`config.mk`:
```
export PLATFORM = sky130hd
export DESIGN_NAME = haptic_drive_loop_control
export DESIGN_NICKNAME = d
export VERILOG_FILES = /design/src/haptic_pkg.sv /design/src/haptic_drive_loop_control.sv
export VERILOG_INCLUDE_DIRS = /design/src
export SDC_FILE = /design/constraint.sdc
export NUM_CORES = 1
export LEC_CHECK = 0
export BUFFER_PORTS_ARGS = -buffer_cell sky130_fd_sc_hd__buf_2
export CAP_MARGIN = 25
export CELL_PAD_IN_SITES_DETAIL_PLACEMENT = 1
export CELL_PAD_IN_SITES_GLOBAL_PLACEMENT = 2
export CORE_MARGIN = 1
export CORE_UTILIZATION = 43
export DETAILED_ROUTE_END_ITERATION = 8
export GPL_ROUTABILITY_DRIVEN = 0
export HOLD_SLACK_MARGIN = 0.05
export PLACE_DENSITY = 0.87
export REMOVE_ABC_BUFFERS = 1
export SYNTH_ARGS = -nofsm -noshare
export SYNTH_HDL_FRONTEND = slang
export SYNTH_SLANG_ARGS = --single-unit
```
`constraint.sdc`:
```
create_clock -name clk_sys_i -period 10.7 [get_ports clk_sys_i]
set_clock_uncertainty 0.2 [all_clocks]
set_input_delay 2.14 -clock clk_sys_i [delete_from_list [all_inputs] [get_ports clk_sys_i]]
set_output_delay 2.14 -clock clk_sys_i [all_outputs]
set_load 0.1 [all_outputs]
```
`src/haptic_consts.svh`:
```
// Register offsets, reset values, bus addresses and timing counts of the loop control
`ifndef HAPTIC_CONSTS_SVH
`define HAPTIC_CONSTS_SVH
`define OFS_STATUS      8'h00
`define OFS_MODE        8'h01
`define OFS_GO          8'h0C
`define OFS_STEADY      8'h16
`define OFS_PEAK        8'h17
`define OFS_ACT         8'h1A
`define OFS_DRIVE       8'h1B
`define OFS_TIMING      8'h1C
`define OFS_LOOP        8'h1D
`define ADDR_OWN        7'h5A
`define ADDR_BCAST      7'h58
`define MODE_INT_TRIG   3'h0
`define MODE_DIAG       3'h6
`define MODE_CAL        3'h7
`define RST_MODE        3'h0
`define RST_STANDBY     1'b1
`define RST_STEADY      8'h40
`define RST_PEAK        8'h80
`define RST_DRIVE       5'h10
`define RST_DECAY       2'h1
`define RST_SETTLE      2'h1
`define CLK_HZ          40000000
`define DRIVE_STEP_US   100
`define DRIVE_STEP_CYC  ((`DRIVE_STEP_US * `CLK_HZ) / 1000000)
`define DECAY_STEP_US   25
`define DECAY_STEP_CYC  ((`DECAY_STEP_US * `CLK_HZ) / 1000000)
`define SETTLE_STEP_US  25
`define SETTLE_STEP_CYC ((`SETTLE_STEP_US * `CLK_HZ) / 1000000)
`define TRIM_CYC        20'h00064
`endif

```
`src/haptic_pkg.sv`:
```
// Types shared by the haptic loop control
package haptic_pkg;
  // Drive process phases
  typedef enum logic [2:0] {P_IDLE, P_DRIVE, P_DECAY, P_SETTLE, P_CONVERT} proc_state_t;
  // Two-wire slave phases
  typedef enum logic [3:0] {
    S_IDLE, S_ADDR, S_AACK, S_PTR, S_PACK, S_WR, S_WACK, S_RD, S_RACK
  } bus_state_t;
  // Software-visible configuration
  typedef struct packed {
    logic [2:0] mode;
    logic       standby;
    logic       go;
    logic [7:0] steady;
    logic [7:0] peak;
    logic       linear_resonant_actuator;
    logic [4:0] drive_code;
    logic [1:0] decay_code;
    logic [1:0] settle_code;
    logic       open_loop;
  } cfg_t;
  // Output stage controls
  typedef struct packed {
    logic drive_p;
    logic drive_n;
    logic hiz;
    logic adc_start;
  } stage_t;
endpackage : haptic_pkg

```
`src/haptic_drive_loop_control.sv`:
```
// Haptic drive loop control: two-wire register slave, fault handling, back-EMF sequencing
// What this block does
// Output short sets flag, held, current cut
// Shorts checked only while a process runs
// Idle short reported at next run attempt
// Regulator short shuts down, restarts at defaults
// Open-loop resonant drive keeps toggling at rate
// Half-period code seeds resonant drive, then trimmed
// Rotating mass: code sets back-EMF sample interval
// Current decays for coded interval before high-Z
// Settle wait coded before back-EMF conversion
// Closed loop uses steady-level target register
// Open loop uses peak limit as reference
// Peak limit bounds output in every mode
// Steady target above peak gets peak
// Host writes both levels before calibration
// Broadcast bus address also accepted
// Broadcast go write starts all drivers together
// Own bus address accepted
// Host writes one to trigger register
// Codes mapped to cycle counts by tables
`include "haptic_consts.svh"
`timescale 1ns/10ps
`default_nettype none
module haptic_drive_loop_control
#(
  parameter int DRIVE_STEP_CYC = `DRIVE_STEP_CYC  // Cycles per half-period code step
)
(
  // Clock and reset
  input  wire logic              clk_sys_i,
  input  wire logic              nrst_i,
  // Two-wire bus pins
  input  wire logic              scl_i,
  input  wire logic              sda_i,
  output var  logic              sda_o,
  output var  logic              sda_oe_o,
  // Analog fault comparators
  input  wire logic              out_short_i,
  input  wire logic              reg_short_i,
  // Back-EMF converter
  input  wire logic              adc_done_i,
  input  wire logic              bemf_late_i,
  // Output stage and status
  output var  haptic_pkg::stage_t stage_o,
  output var  logic [7:0]        full_scale_o,
  output var  logic              short_flag_o,
  output var  logic              busy_o
);
  import haptic_pkg::*;

  localparam cfg_t CFG_RST = '{mode: `RST_MODE, standby: `RST_STANDBY, go: 1'b0,
    steady: `RST_STEADY, peak: `RST_PEAK, linear_resonant_actuator: 1'b0, drive_code: `RST_DRIVE,
    decay_code: `RST_DECAY, settle_code: `RST_SETTLE, open_loop: 1'b0};

  // Synchronisers for pins and comparators
  logic [1:0]  scl_sync_q, sda_sync_q, osh_sync_q, rsh_sync_q;
  logic        scl_prev_q, sda_prev_q;      // Previous synced levels
  logic        scl_s, sda_s, short_s, reg_short_s;
  // Bus slave state
  bus_state_t  bus_q, bus_d;
  logic [2:0]  bit_q, bit_d;                // Bit within byte
  logic [7:0]  shift_q, shift_d;            // Byte shifter
  logic [7:0]  ptr_q, ptr_d;                // Register pointer
  logic        rw_q, rw_d;                  // Read transfer
  logic        armed_q, armed_d;            // SCL rose since last start
  logic        oe_q, oe_d;                  // Pulling data low
  logic        wr_stb;                      // Register write this cycle
  logic        scl_rise, scl_fall, start_c, stop_c;
  // Configuration and process state
  cfg_t        cfg_q, cfg_d;
  proc_state_t proc_q, proc_d;
  logic [19:0] cnt_q, cnt_d;                // Phase countdown
  logic [19:0] len_q, len_d;                // Effective half-period
  logic        pol_q, pol_d;                // Drive polarity
  logic        flag_q, flag_d;              // Output short flag
  stage_t      stage_d;
  logic [7:0]  fs_d;
  logic        run_req, short_hit, runnable;

  // Half-period table in cycles
  function automatic logic [19:0] drive_cyc(input logic [4:0] code);
    drive_cyc = 20'((int'(code) + 1) * DRIVE_STEP_CYC);
  endfunction : drive_cyc

  // Decay and settle tables in cycles
  function automatic logic [19:0] wait_cyc(input logic [1:0] code, input int step);
    wait_cyc = 20'((int'(code) + 1) * step);
  endfunction : wait_cyc

  // Register read decode
  function automatic logic [7:0] reg_read(input logic [7:0] a, input cfg_t c,
                                          input logic flag, input logic busy);
    case (a)
      `OFS_STATUS: reg_read = {6'h00, busy, flag};
      `OFS_MODE:   reg_read = {1'b0, c.standby, 3'h0, c.mode};
      `OFS_GO:     reg_read = {7'h00, c.go};
      `OFS_STEADY: reg_read = c.steady;
      `OFS_PEAK:   reg_read = c.peak;
      `OFS_ACT:    reg_read = {c.linear_resonant_actuator, 7'h00};
      `OFS_DRIVE:  reg_read = {3'h0, c.drive_code};
      `OFS_TIMING: reg_read = {4'h0, c.settle_code, c.decay_code};
      `OFS_LOOP:   reg_read = {7'h00, c.open_loop};
      default:     reg_read = 8'h00;            // Unmapped reads zero
    endcase
  endfunction : reg_read

  assign scl_s       = scl_sync_q[1];
  assign sda_s       = sda_sync_q[1];
  assign short_s     = osh_sync_q[1];
  assign reg_short_s = rsh_sync_q[1];
  assign scl_rise    = scl_s & ~scl_prev_q;
  assign scl_fall    = ~scl_s & scl_prev_q;
  assign start_c     = scl_s & scl_prev_q & sda_prev_q & ~sda_s;
  assign stop_c      = scl_s & scl_prev_q & ~sda_prev_q & sda_s;

  // Two-flop synchronisers
  always_ff @(posedge clk_sys_i or negedge nrst_i)
    if (!nrst_i)
    begin
      scl_sync_q <= 2'h3;
      sda_sync_q <= 2'h3;
      osh_sync_q <= 2'h0;
      rsh_sync_q <= 2'h0;
      scl_prev_q <= 1'b1;
      sda_prev_q <= 1'b1;
    end
    else
    begin
      scl_sync_q <= {scl_sync_q[0], scl_i};
      sda_sync_q <= {sda_sync_q[0], sda_i};
      osh_sync_q <= {osh_sync_q[0], out_short_i};
      rsh_sync_q <= {rsh_sync_q[0], reg_short_i};
      scl_prev_q <= scl_s;
      sda_prev_q <= sda_s;
    end

  // Bus slave next state
  always_comb
  begin
    bus_d   = bus_q;
    bit_d   = bit_q;
    shift_d = shift_q;
    ptr_d   = ptr_q;
    rw_d    = rw_q;
    oe_d    = oe_q;
    wr_stb  = 1'b0;
    armed_d = armed_q;
    if (start_c)
    begin
      bus_d   = S_ADDR;                         // Start or repeated start
      bit_d   = 3'h0;
      armed_d = 1'b0;                           // Next fall closes the start, not a bit
      oe_d  = 1'b0;
    end
    else if (stop_c || reg_short_s)
    begin
      bus_d = S_IDLE;
      oe_d  = 1'b0;
    end
    else if (scl_rise && (bus_q == S_ADDR || bus_q == S_PTR || bus_q == S_WR))
      shift_d = {shift_q[6:0], sda_s};          // Sample data on high clock
    else if (scl_rise && bus_q == S_RACK && sda_s)
      bus_d = S_IDLE;                           // Master not-acknowledge ends read
    else if (scl_fall && armed_q)               // Only falls that end a clocked bit
    begin
      bit_d = bit_q + 3'h1;
      unique case (bus_q)
        S_IDLE: ;
        S_ADDR:
          if (bit_q == 3'h7)
          begin
            // Own and broadcast addresses both answered
            if (shift_q[7:1] == `ADDR_OWN || shift_q[7:1] == `ADDR_BCAST)
            begin
              bus_d = S_AACK;
              rw_d  = shift_q[0];
              oe_d  = 1'b1;
            end
            else
              bus_d = S_IDLE;
          end
        S_AACK:
          if (rw_q)
          begin
            bus_d   = S_RD;
            bit_d   = 3'h0;
            shift_d = reg_read(ptr_q, cfg_q, flag_q, busy_o);
            oe_d    = ~shift_d[7];
          end
          else
          begin
            bus_d = S_PTR;
            bit_d = 3'h0;
            oe_d  = 1'b0;
          end
        S_PTR:
          if (bit_q == 3'h7)
          begin
            bus_d = S_PACK;
            ptr_d = shift_q;
            oe_d  = 1'b1;
          end
        S_PACK, S_WACK:
        begin
          bus_d = S_WR;
          bit_d = 3'h0;
          oe_d  = 1'b0;
        end
        S_WR:
          if (bit_q == 3'h7)
          begin
            bus_d  = S_WACK;
            wr_stb = 1'b1;                      // Byte lands at pointer
            oe_d   = 1'b1;
          end
        S_RD:
          if (bit_q == 3'h7)
          begin
            bus_d = S_RACK;
            oe_d  = 1'b0;
          end
          else
          begin
            shift_d = {shift_q[6:0], 1'b0};
            oe_d    = ~shift_q[6];
          end
        S_RACK:
        begin
          bus_d   = S_RD;
          bit_d   = 3'h0;
          ptr_d   = ptr_q + 8'h01;              // Sequential read
          shift_d = reg_read(ptr_d, cfg_q, flag_q, busy_o);
          oe_d    = ~shift_d[7];
        end
      endcase
    end
    if (scl_rise)
      armed_d = 1'b1;                           // A bit has been clocked
    if (wr_stb)
      ptr_d = ptr_q + 8'h01;                    // Sequential write
  end

  // Bus slave registers
  always_ff @(posedge clk_sys_i or negedge nrst_i)
    if (!nrst_i)
    begin
      bus_q   <= S_IDLE;
      bit_q   <= 3'h0;
      shift_q <= 8'h00;
      ptr_q   <= 8'h00;
      rw_q    <= 1'b0;
      armed_q <= 1'b0;
      oe_q    <= 1'b0;
    end
    else
    begin
      bus_q   <= bus_d;
      bit_q   <= bit_d;
      shift_q <= shift_d;
      ptr_q   <= ptr_d;
      rw_q    <= rw_d;
      armed_q <= armed_d;
      oe_q    <= oe_d;
    end

  assign runnable  = cfg_q.mode == `MODE_INT_TRIG || cfg_q.mode == `MODE_DIAG ||
                     cfg_q.mode == `MODE_CAL;
  assign run_req   = proc_q == P_IDLE && cfg_q.go && !cfg_q.standby && runnable;
  // Shorts seen only while running or attempting to run
  assign short_hit = short_s && (proc_q != P_IDLE || run_req);

  // Register file and process sequencer next state
  always_comb
  begin
    cfg_d   = cfg_q;
    proc_d  = proc_q;
    cnt_d   = cnt_q - 20'h1;
    len_d   = len_q;
    pol_d   = pol_q;
    if (wr_stb)
    begin
      unique case (ptr_q)
        `OFS_MODE:   {cfg_d.standby, cfg_d.mode} = {shift_q[6], shift_q[2:0]};
        `OFS_GO:     cfg_d.go = shift_q[0];     // Broadcast write fires all at once
        `OFS_STEADY: cfg_d.steady = shift_q;
        `OFS_PEAK:   cfg_d.peak = shift_q;
        `OFS_ACT:    cfg_d.linear_resonant_actuator = shift_q[7];
        `OFS_DRIVE:  cfg_d.drive_code = shift_q[4:0];
        `OFS_TIMING: {cfg_d.settle_code, cfg_d.decay_code} = shift_q[3:0];
        `OFS_LOOP:   cfg_d.open_loop = shift_q[0];
        default: ;                              // Other writes ignored
      endcase
    end
    unique case (proc_q)
      P_IDLE:
        if (run_req)
        begin
          proc_d = P_DRIVE;
          cnt_d  = drive_cyc(cfg_q.drive_code); // Code seeds half-period
          len_d  = drive_cyc(cfg_q.drive_code);
          pol_d  = 1'b0;
        end
        else
          cnt_d = cnt_q;
      P_DRIVE:
        if (cnt_q == 20'h1 && cfg_q.open_loop)
        begin
          pol_d = ~pol_q;                       // Keep toggling, no sensing
          cnt_d = len_q;
        end
        else if (cnt_q == 20'h1)
        begin
          proc_d = P_DECAY;                     // Let current decay first
          cnt_d  = wait_cyc(cfg_q.decay_code, `DECAY_STEP_CYC);
        end
      P_DECAY:
        if (cnt_q == 20'h1)
        begin
          proc_d = P_SETTLE;                    // High-Z only after decay
          cnt_d  = wait_cyc(cfg_q.settle_code, `SETTLE_STEP_CYC);
        end
      P_SETTLE:
        if (cnt_q == 20'h1)
          proc_d = P_CONVERT;                   // Conversion after settle
      P_CONVERT:
      begin
        cnt_d = len_q;
        if (adc_done_i)
        begin
          proc_d = P_DRIVE;
          pol_d  = ~pol_q;
          // Resonant actuator: trim half-period toward optimum
          if (cfg_q.linear_resonant_actuator && bemf_late_i)
            len_d = len_q + `TRIM_CYC;
          else if (cfg_q.linear_resonant_actuator && len_q > `TRIM_CYC)
            len_d = len_q - `TRIM_CYC;
          cnt_d = len_d;
        end
      end
      default: proc_d = P_IDLE;
    endcase
    // Short aborts the process and drops go
    if (short_hit)
      cfg_d.go = 1'b0;
    if (short_hit || !cfg_q.go || cfg_q.standby)
      proc_d = P_IDLE;
    // Regulator short: shut down, come back at defaults
    if (reg_short_s)
    begin
      cfg_d  = CFG_RST;
      proc_d = P_IDLE;
    end
    // Flag held while short persists
    flag_d  = short_s && (flag_q || short_hit) && !reg_short_s;
    stage_d.drive_p   = proc_d == P_DRIVE && !pol_d;
    stage_d.drive_n   = proc_d == P_DRIVE && pol_d;
    stage_d.hiz       = proc_d == P_SETTLE || proc_d == P_CONVERT;
    stage_d.adc_start = proc_q == P_SETTLE && proc_d == P_CONVERT;
    // Reference: peak in open loop, steady clamped by peak otherwise
    if (cfg_d.open_loop || cfg_d.steady > cfg_d.peak)
      fs_d = cfg_d.peak;
    else
      fs_d = cfg_d.steady;
  end

  // Register file, sequencer and output flops
  always_ff @(posedge clk_sys_i or negedge nrst_i)
    if (!nrst_i)
    begin
      cfg_q        <= CFG_RST;
      proc_q       <= P_IDLE;
      cnt_q        <= 20'h0;
      len_q        <= 20'h0;
      pol_q        <= 1'b0;
      flag_q       <= 1'b0;
      stage_o      <= '0;
      full_scale_o <= 8'h00;
      short_flag_o <= 1'b0;
      busy_o       <= 1'b0;
      sda_o        <= 1'b0;
      sda_oe_o     <= 1'b0;
    end
    else
    begin
      cfg_q        <= cfg_d;
      proc_q       <= proc_d;
      cnt_q        <= cnt_d;
      len_q        <= len_d;
      pol_q        <= pol_d;
      flag_q       <= flag_d;
      stage_o      <= stage_d;
      full_scale_o <= fs_d;
      short_flag_o <= flag_d;
      busy_o       <= proc_d != P_IDLE;
      sda_o        <= 1'b0;                     // Open drain, only pulls low
      sda_oe_o     <= oe_d;
    end
endmodule : haptic_drive_loop_control
`default_nettype wire

```
==> run metrics, run 1 <==
clk buf depth 2; Ports 24; Max Clock Freq ~0.17 GHz; Total Routing Usage GR 0.284; Setup CP Type flop to flop; Total Wirelength roughly 36 mm; wire length per cell 22.4 um; first-pass GRT wire length between 50 and 60 mm; vias per cell 6.25; Worst VDD drop 0.0766 mV; Worst setup EP type flop; M2 GR Usage 0.436; DRT iter0 DRCs 817; sum of net half-perimeters after detailed placement ~27 mm; met3 Usage GRT 0.0524; Compound-Gate Fraction of Synth Area 0.230; minimum clock period between 5000 and 6000 ps; pwr dens approximately 100 nW/um^2; CTS tree yes; setup ws final between 4000 and 5000 ps; Remaining DRCs 0; FILL cells between 2,000 and 3,000; final hold vios 0; drt first pass iters 5; YS warnings 0; Cell Area, Synth ~11,000 sq um; status complete, no violations; asr flop ratio synth 1.00; H-tree levels 4; met1 usage 0.404; Num Clock Sinks ~130; GR Overflow Total 0; CTS Buf Count 17; Post-Synth Simple-Gate Area 0.209; antenna-violating nets left 0; Synth top area share 0.260; crit-path max FO 14; CTS Root Cell clkbuf_16; Final nets about 1,400; Leak around 4.8 nW; initial antenna violation count 0; vias in the first global route roughly 10,000; die width about 160 um; WP data required 10,810 ps; largest net degree at the start of global routing 64; clock latency on the worst-skew pair roughly 440 ps; Final Setup Violations 0; postcts setup bufs 0; Hold Path Origin rsh_sync_q[0]$_DFF_PN0_; CTS Hold Buffers Added 0; top_reg_cell synth dfrtp_1; syn avg cell area around 8.3 sq um; largest cells by area after synthesis dfrtp_1, ha_1, a21oi_1, nand2_1, fa_1; row cnt 57; synthesized flop and latch total ~130; most frequent cells after synthesis nand2_1, nor2_1, dfrtp_1; fraction of layout cells with a size suffix above 1 0.0882; reg-to-reg critical path startpoint cfg_q[5]$_DFFE_PN0P_; die area between 20,000 and 30,000 sq um; routed vias between 10,000 and 15,000; Worst Setup SP cfg_q[5]$_DFFE_PN0P_; Die H roughly 160 um; leading area contributor after synthesis dfrtp_1; Max Cap Viol 0; CP startpoint kind flop; number of flops mapped to enable cells by yosys 0; Final Slew Violations 0; Hold Path Class flop to flop; # diodes 0; initial core utilization 0.443; PortBufs 22; xor/xnor share of the synthesized area 0.0482; crit share post-route 0.549; mux contribution to synthesized area 0.0343; post_cts resized 0; dpl ws 4780 ps; area grow syn2layout 6.79%; library cells used by synthesis 93; Mapped Cells 1,315; Slew headroom 0.300; Core Area about 25,000 sq um; Top Usage Layer GRT met2; largest family of logic cells by synthesized area compound AO/OA/AOI/OAI gates; count leader, synth nand2_1; Worst-Margin Slew approximately 1000 ps; sequential cell area fraction in the yosys report 0.289; Adder-Cell Fraction of Synth Area 0.122; Crit path arrival time about 6000 ps; Worst-path clk slew around 70 ps; worst reg-to-reg path cell count 17; WHS Path Cells 0; RSZ-0062 raised after global routing false; setup TNS 0 ps
cell families (layout without fill, tap and decap cells):
group	Yosys count	count (layout)
DFF	125	125
and+or+nand+nor	456	456
AOI/OAI and AO/OA	381	381
buffers and inverters	164	141
xor gates and xnor gates	60	60
adders and majority gates	92	92
muxes	36	36
other	1	1
area by class of cell:
class	instances	area, sq um	share of cell area
clock inverter	15	169	0.0145
timing repair buffer	32	195	0.0168
multi-input combinational	1026	7010	0.602
clock buffer	17	425	0.0366
inverter	77	289	0.0248
tap	324	405	0.0348
sequential	125	3140	0.270
metrics by stage:
stage | utilization | power (mW) | area, sq um | instances | hold WS (ps)
after CTS | 0.473 | 1.19 | 11600 | 1616 | 150
after detailed placement | 0.449 | 0.580 | 11000 | 1584 | 136
after global routing | 0.473 | 1.21 | 11600 | 1616 | 156
final | 0.473 | 1.18 | 11600 | 1616 | 148
after global placement | 0.448 | 0.578 | 11000 | 1583 | 135
after floorplan | - | 0.542 | 10400 | 1228 | 131
layout by cell type (no fill, tap or decap), types with 15 or more instances in the layout:
| master | n |
|---|---|
| o21ai_0 | 77 |
| fa_1 | 23 |
| nor2_1 | 120 |
| nor3_1 | 37 |
| ha_1 | 69 |
| xor2_1 | 23 |
| a211oi_1 | 15 |
| nor2b_1 | 29 |
| a31oi_1 | 17 |
| a21oi_1 | 108 |
| mux2i_1 | 25 |
| clkbuf_16 | 17 |
| dfrtp_1 | 113 |
| buf_2 | 21 |
| xnor2_1 | 37 |
| nand2_1 | 125 |
| nand3_1 | 34 |
| o22ai_1 | 23 |
| and3_1 | 19 |
| inv_1 | 77 |
where the power goes:
part	total (mW)	internal (mW)	switching (mW)
clock network	0.607	0.333	0.274
registers	0.515	0.487	0.0281
logic	0.0569	0.0204	0.0365
total	1.18	0.841	0.339
final timing paths:
| path | to | slack, ps |
|---|---|---|
| worst max-delay path | cnt_q[18]$_DFFE_PN0N_ | 4830 |
| worst min register to register | rsh_sync_q[1]$_DFF_PN0_ | 150 |
| worst max register to register | cnt_q[18]$_DFFE_PN0N_ | 4830 |
| max in group asynchronous | full_scale_o[5]$_DFF_PN0_ | 7520 |
| min in group asynchronous | cnt_q[17]$_DFFE_PN0N_ | 1500 |
| worst min-delay path | rsh_sync_q[1]$_DFF_PN0_ | 150 |
worst max-delay path, cell delays in order, from the launching register on:
cell and delay [ps]:
dfrtp_1 850, ha_1 360, nand3_1 170, xnor2_1 470, ha_1 360, fa_1 510
inv_1 50, fa_1 490, inv_1 40, ha_1 320, or3b_1 400, a211oi_2 380
a2111oi_0 170, nor3_1 260, xnor2_1 250, nor2_1 80, nor2_1 260, a21oi_1 120
sequential cells by signal, summed over array words and instances, names as in the netlist, 3 cells and up:
register and flops:
bit_q 3, bus_q 4, cfg_q 32, cnt_q 20, full_scale_o 8, len_q 19
proc_q 3, ptr_q 8, shift_q 8, stage_o 4
metal layers:
layer | share of wire | wire length, um
met3 | 0.062 | 2240
met1 | 0.47 | 17000
met2 | 0.45 | 16200
met4 | 0.021 | 749
met5 | 0 | 0
No activity file was read; power rests on OpenSTA's default activity.
==> run 2, diff against run 1 <==
ABC_AREA = 1   (was default)
CORE_UTILIZATION = 33   (was 43)
PLACE_DENSITY = 0.77   (was 0.87)
clock period = 5.25 ns   (was 10.7 ns; I/O delays follow)
==> run metrics, run 2 <==
final hold vios 0; minimum clock period slightly below 5000 ps; Cell Area, Synth 10,800 sq um; Mapped Cells ~1,600; most frequent cells after synthesis nand2_1, inv_1, nor2_1; RSZ-0062 raised after global routing false; Core Area 31,900 sq um; die width around 180 um; Total Routing Usage GR 0.242; DRT iter0 DRCs 554; vias in the first global route ~11,000; CTS tree yes; leading area contributor after synthesis dfrtp_1; initial antenna violation count 0; crit share post-route 0.933; row cnt 65; Leak around 5.9 nW; GR Overflow Total 0; Remaining DRCs 0; max FFs per register 32; crit-path max FO 4; Worst-path clk slew ~70 ps; Total Wirelength between 30 and 40 mm; initial core utilization 0.338; area of the multi-input gates 6580 sq um; number of flops mapped to enable cells by yosys 0; setup TNS 0 ps; wire length per cell 18.8 um; routed vias 10,484; largest registers cfg_q: 32 flops, cnt_q: 20 flops, len_q: 19 flops; synthesized flop and latch total approximately 130; Final Setup Violations 0; Ports 24; commonest non-fill, non-tap cells in the layout nand2_1, inv_1, nor2_1, nand3_1, dfrtp_1; Sequential cell area around 3100 sq um; fraction of layout cells with a size suffix above 1 0.0913; CTS Hold Buffers Added 0; Setup CP Type flop to flop; sequential cell area fraction in the yosys report 0.291; Final nets about 1,700; H-tree levels 4; CTS Root Cell clkbuf_16; area grow syn2layout 11.0%; die area around 33,000 sq um; clk buf depth 2; total chip power around 2.6 mW; status complete, no violations; largest cells by area after synthesis dfrtp_1, nand2_1, inv_1, ha_1, nand3_1; CTS Buf Count 17; # diodes 0; clock latency on the worst-skew pair about 460 ps; asr flop ratio synth 1.00; Die H 183 um; YS warnings 0; commonest non-fill, non-tap cell in the layout nand2_1; Hold Path Class flop to flop; Max Cap Viol 0; Worst setup EP type flop; antenna-violating nets left 0; largest net degree at the start of global routing 53; vias per cell approximately 5; FILL cells slightly above 4,000; Final Slew Violations 0; CP startpoint kind flop; Max Clock Freq 0.204 GHz; post_cts resized 0; count leader, synth nand2_1; largest reg by FF count cfg_q; Num Clock Sinks approximately 130; pwr dens ~210 nW/um^2; first-pass GRT wire length ~62 mm; library cells used by synthesis 58; sum of net half-perimeters after detailed placement slightly above 30 mm; Crit path arrival time roughly 5000 ps; PortBufs 22; syn avg cell area approximately 7 sq um; Synth top area share 0.262; drt first pass iters 5; top_reg_cell synth dfrtp_1; Worst VDD drop between 0.3 and 0.4 mV; Slew headroom 0.526; WP data required about 5400 ps; Worst-Margin Slew 710 ps; postcts setup bufs 0
run 2: layout make-up:
| class | instances | area share |
|---|---|---|
| well taps | 435 | 0.0455 |
| flip-flops and latches | 125 | 0.263 |
| clock inverters | 14 | 0.0126 |
| clock buffers | 18 | 0.0367 |
| repair buffers | 32 | 0.0160 |
| inverters | 246 | 0.0771 |
| multi-input cells | 1165 | 0.550 |
run 2: cells by family (layout without fill, tap and decap cells):
logic type	Yosys count	in the layout	synth area share
AO/OA/AOI/OAI	263	263	0.142
XOR/XNOR	37	37	0.0300
adder cells (fa/ha/maj)	92	92	0.123
buffers and inverters	277	310	0.0998
flip-flops	125	125	0.291
multiplexers	1	1	0.000928
other	1	1	0.000348
AND/OR/NAND/NOR	771	771	0.312
run 2: layer usage:
layer,wire length [um],global-route usage,up-vias
met4,906,0.0803,0
met3,796,0.0270,46
met2,18800,0.424,132
li1,-,-,5123
met1,17800,0.308,5183
met5,0,0,-
run 2: per-stage QoR:
step / cells / setup WS, ps / hold slack (ps) / instance area, sq um / utilization
CTS: 2035 / 208 / 151 / 12000 / 0.375
global route: 2035 / 18.6 / 160 / 12000 / 0.376
global placement: 2003 / 377 / 132 / 11400 / 0.357
detailed placement: 2003 / 233 / 136 / 11400 / 0.357
floorplan: 1536 / 425 / 131 / 10600 / -
finish: 2035 / 351 / 148 / 12000 / 0.376
run 2: power breakdown:
part	leakage [nW]	switching [mW]	total, mW	internal (mW)
combinational	4.12	0.213	0.320	0.107
clock	0.286	0.535	1.22	0.683
sequential	1.52	0.0339	1.03	0.995
run 2: worst paths after layout:
check | startpoint | end | slack (ps) | cells past startpoint
hold reg to reg | osh_sync_q[0]$_DFF_PN0_ | osh_sync_q[1]$_DFF_PN0_ | 150 | 0
setup / recovery | cfg_q[6]$_DFFE_PN0P_ | cnt_q[16]$_DFFE_PN0N_ | 350 | 20
max in group asynchronous | nrst_i | sda_prev_q$_DFF_PN1_ | 3550 | 2
setup reg to reg | cfg_q[6]$_DFFE_PN0P_ | cnt_q[16]$_DFFE_PN0N_ | 350 | 20
hold / removal | osh_sync_q[0]$_DFF_PN0_ | osh_sync_q[1]$_DFF_PN0_ | 150 | 0
min in group asynchronous | nrst_i | len_q[8]$_DFFE_PN0P_ | 360 | 1
run 2: critical path, stage by stage, from the launching register on:
cell and delay (ps):
dfrtp_1 420, ha_1 220, or2_2 300, nand2_1 130, inv_1 110, fa_2 540
ha_1 350, inv_1 70, fa_1 490, fa_1 510, inv_1 40, ha_1 330
inv_1 80, nor3_2 200, nand3_1 90, nand4_1 100, nand3b_1 140, nand3_1 200
nand3_1 150, nand2_1 50, o21ai_0 60
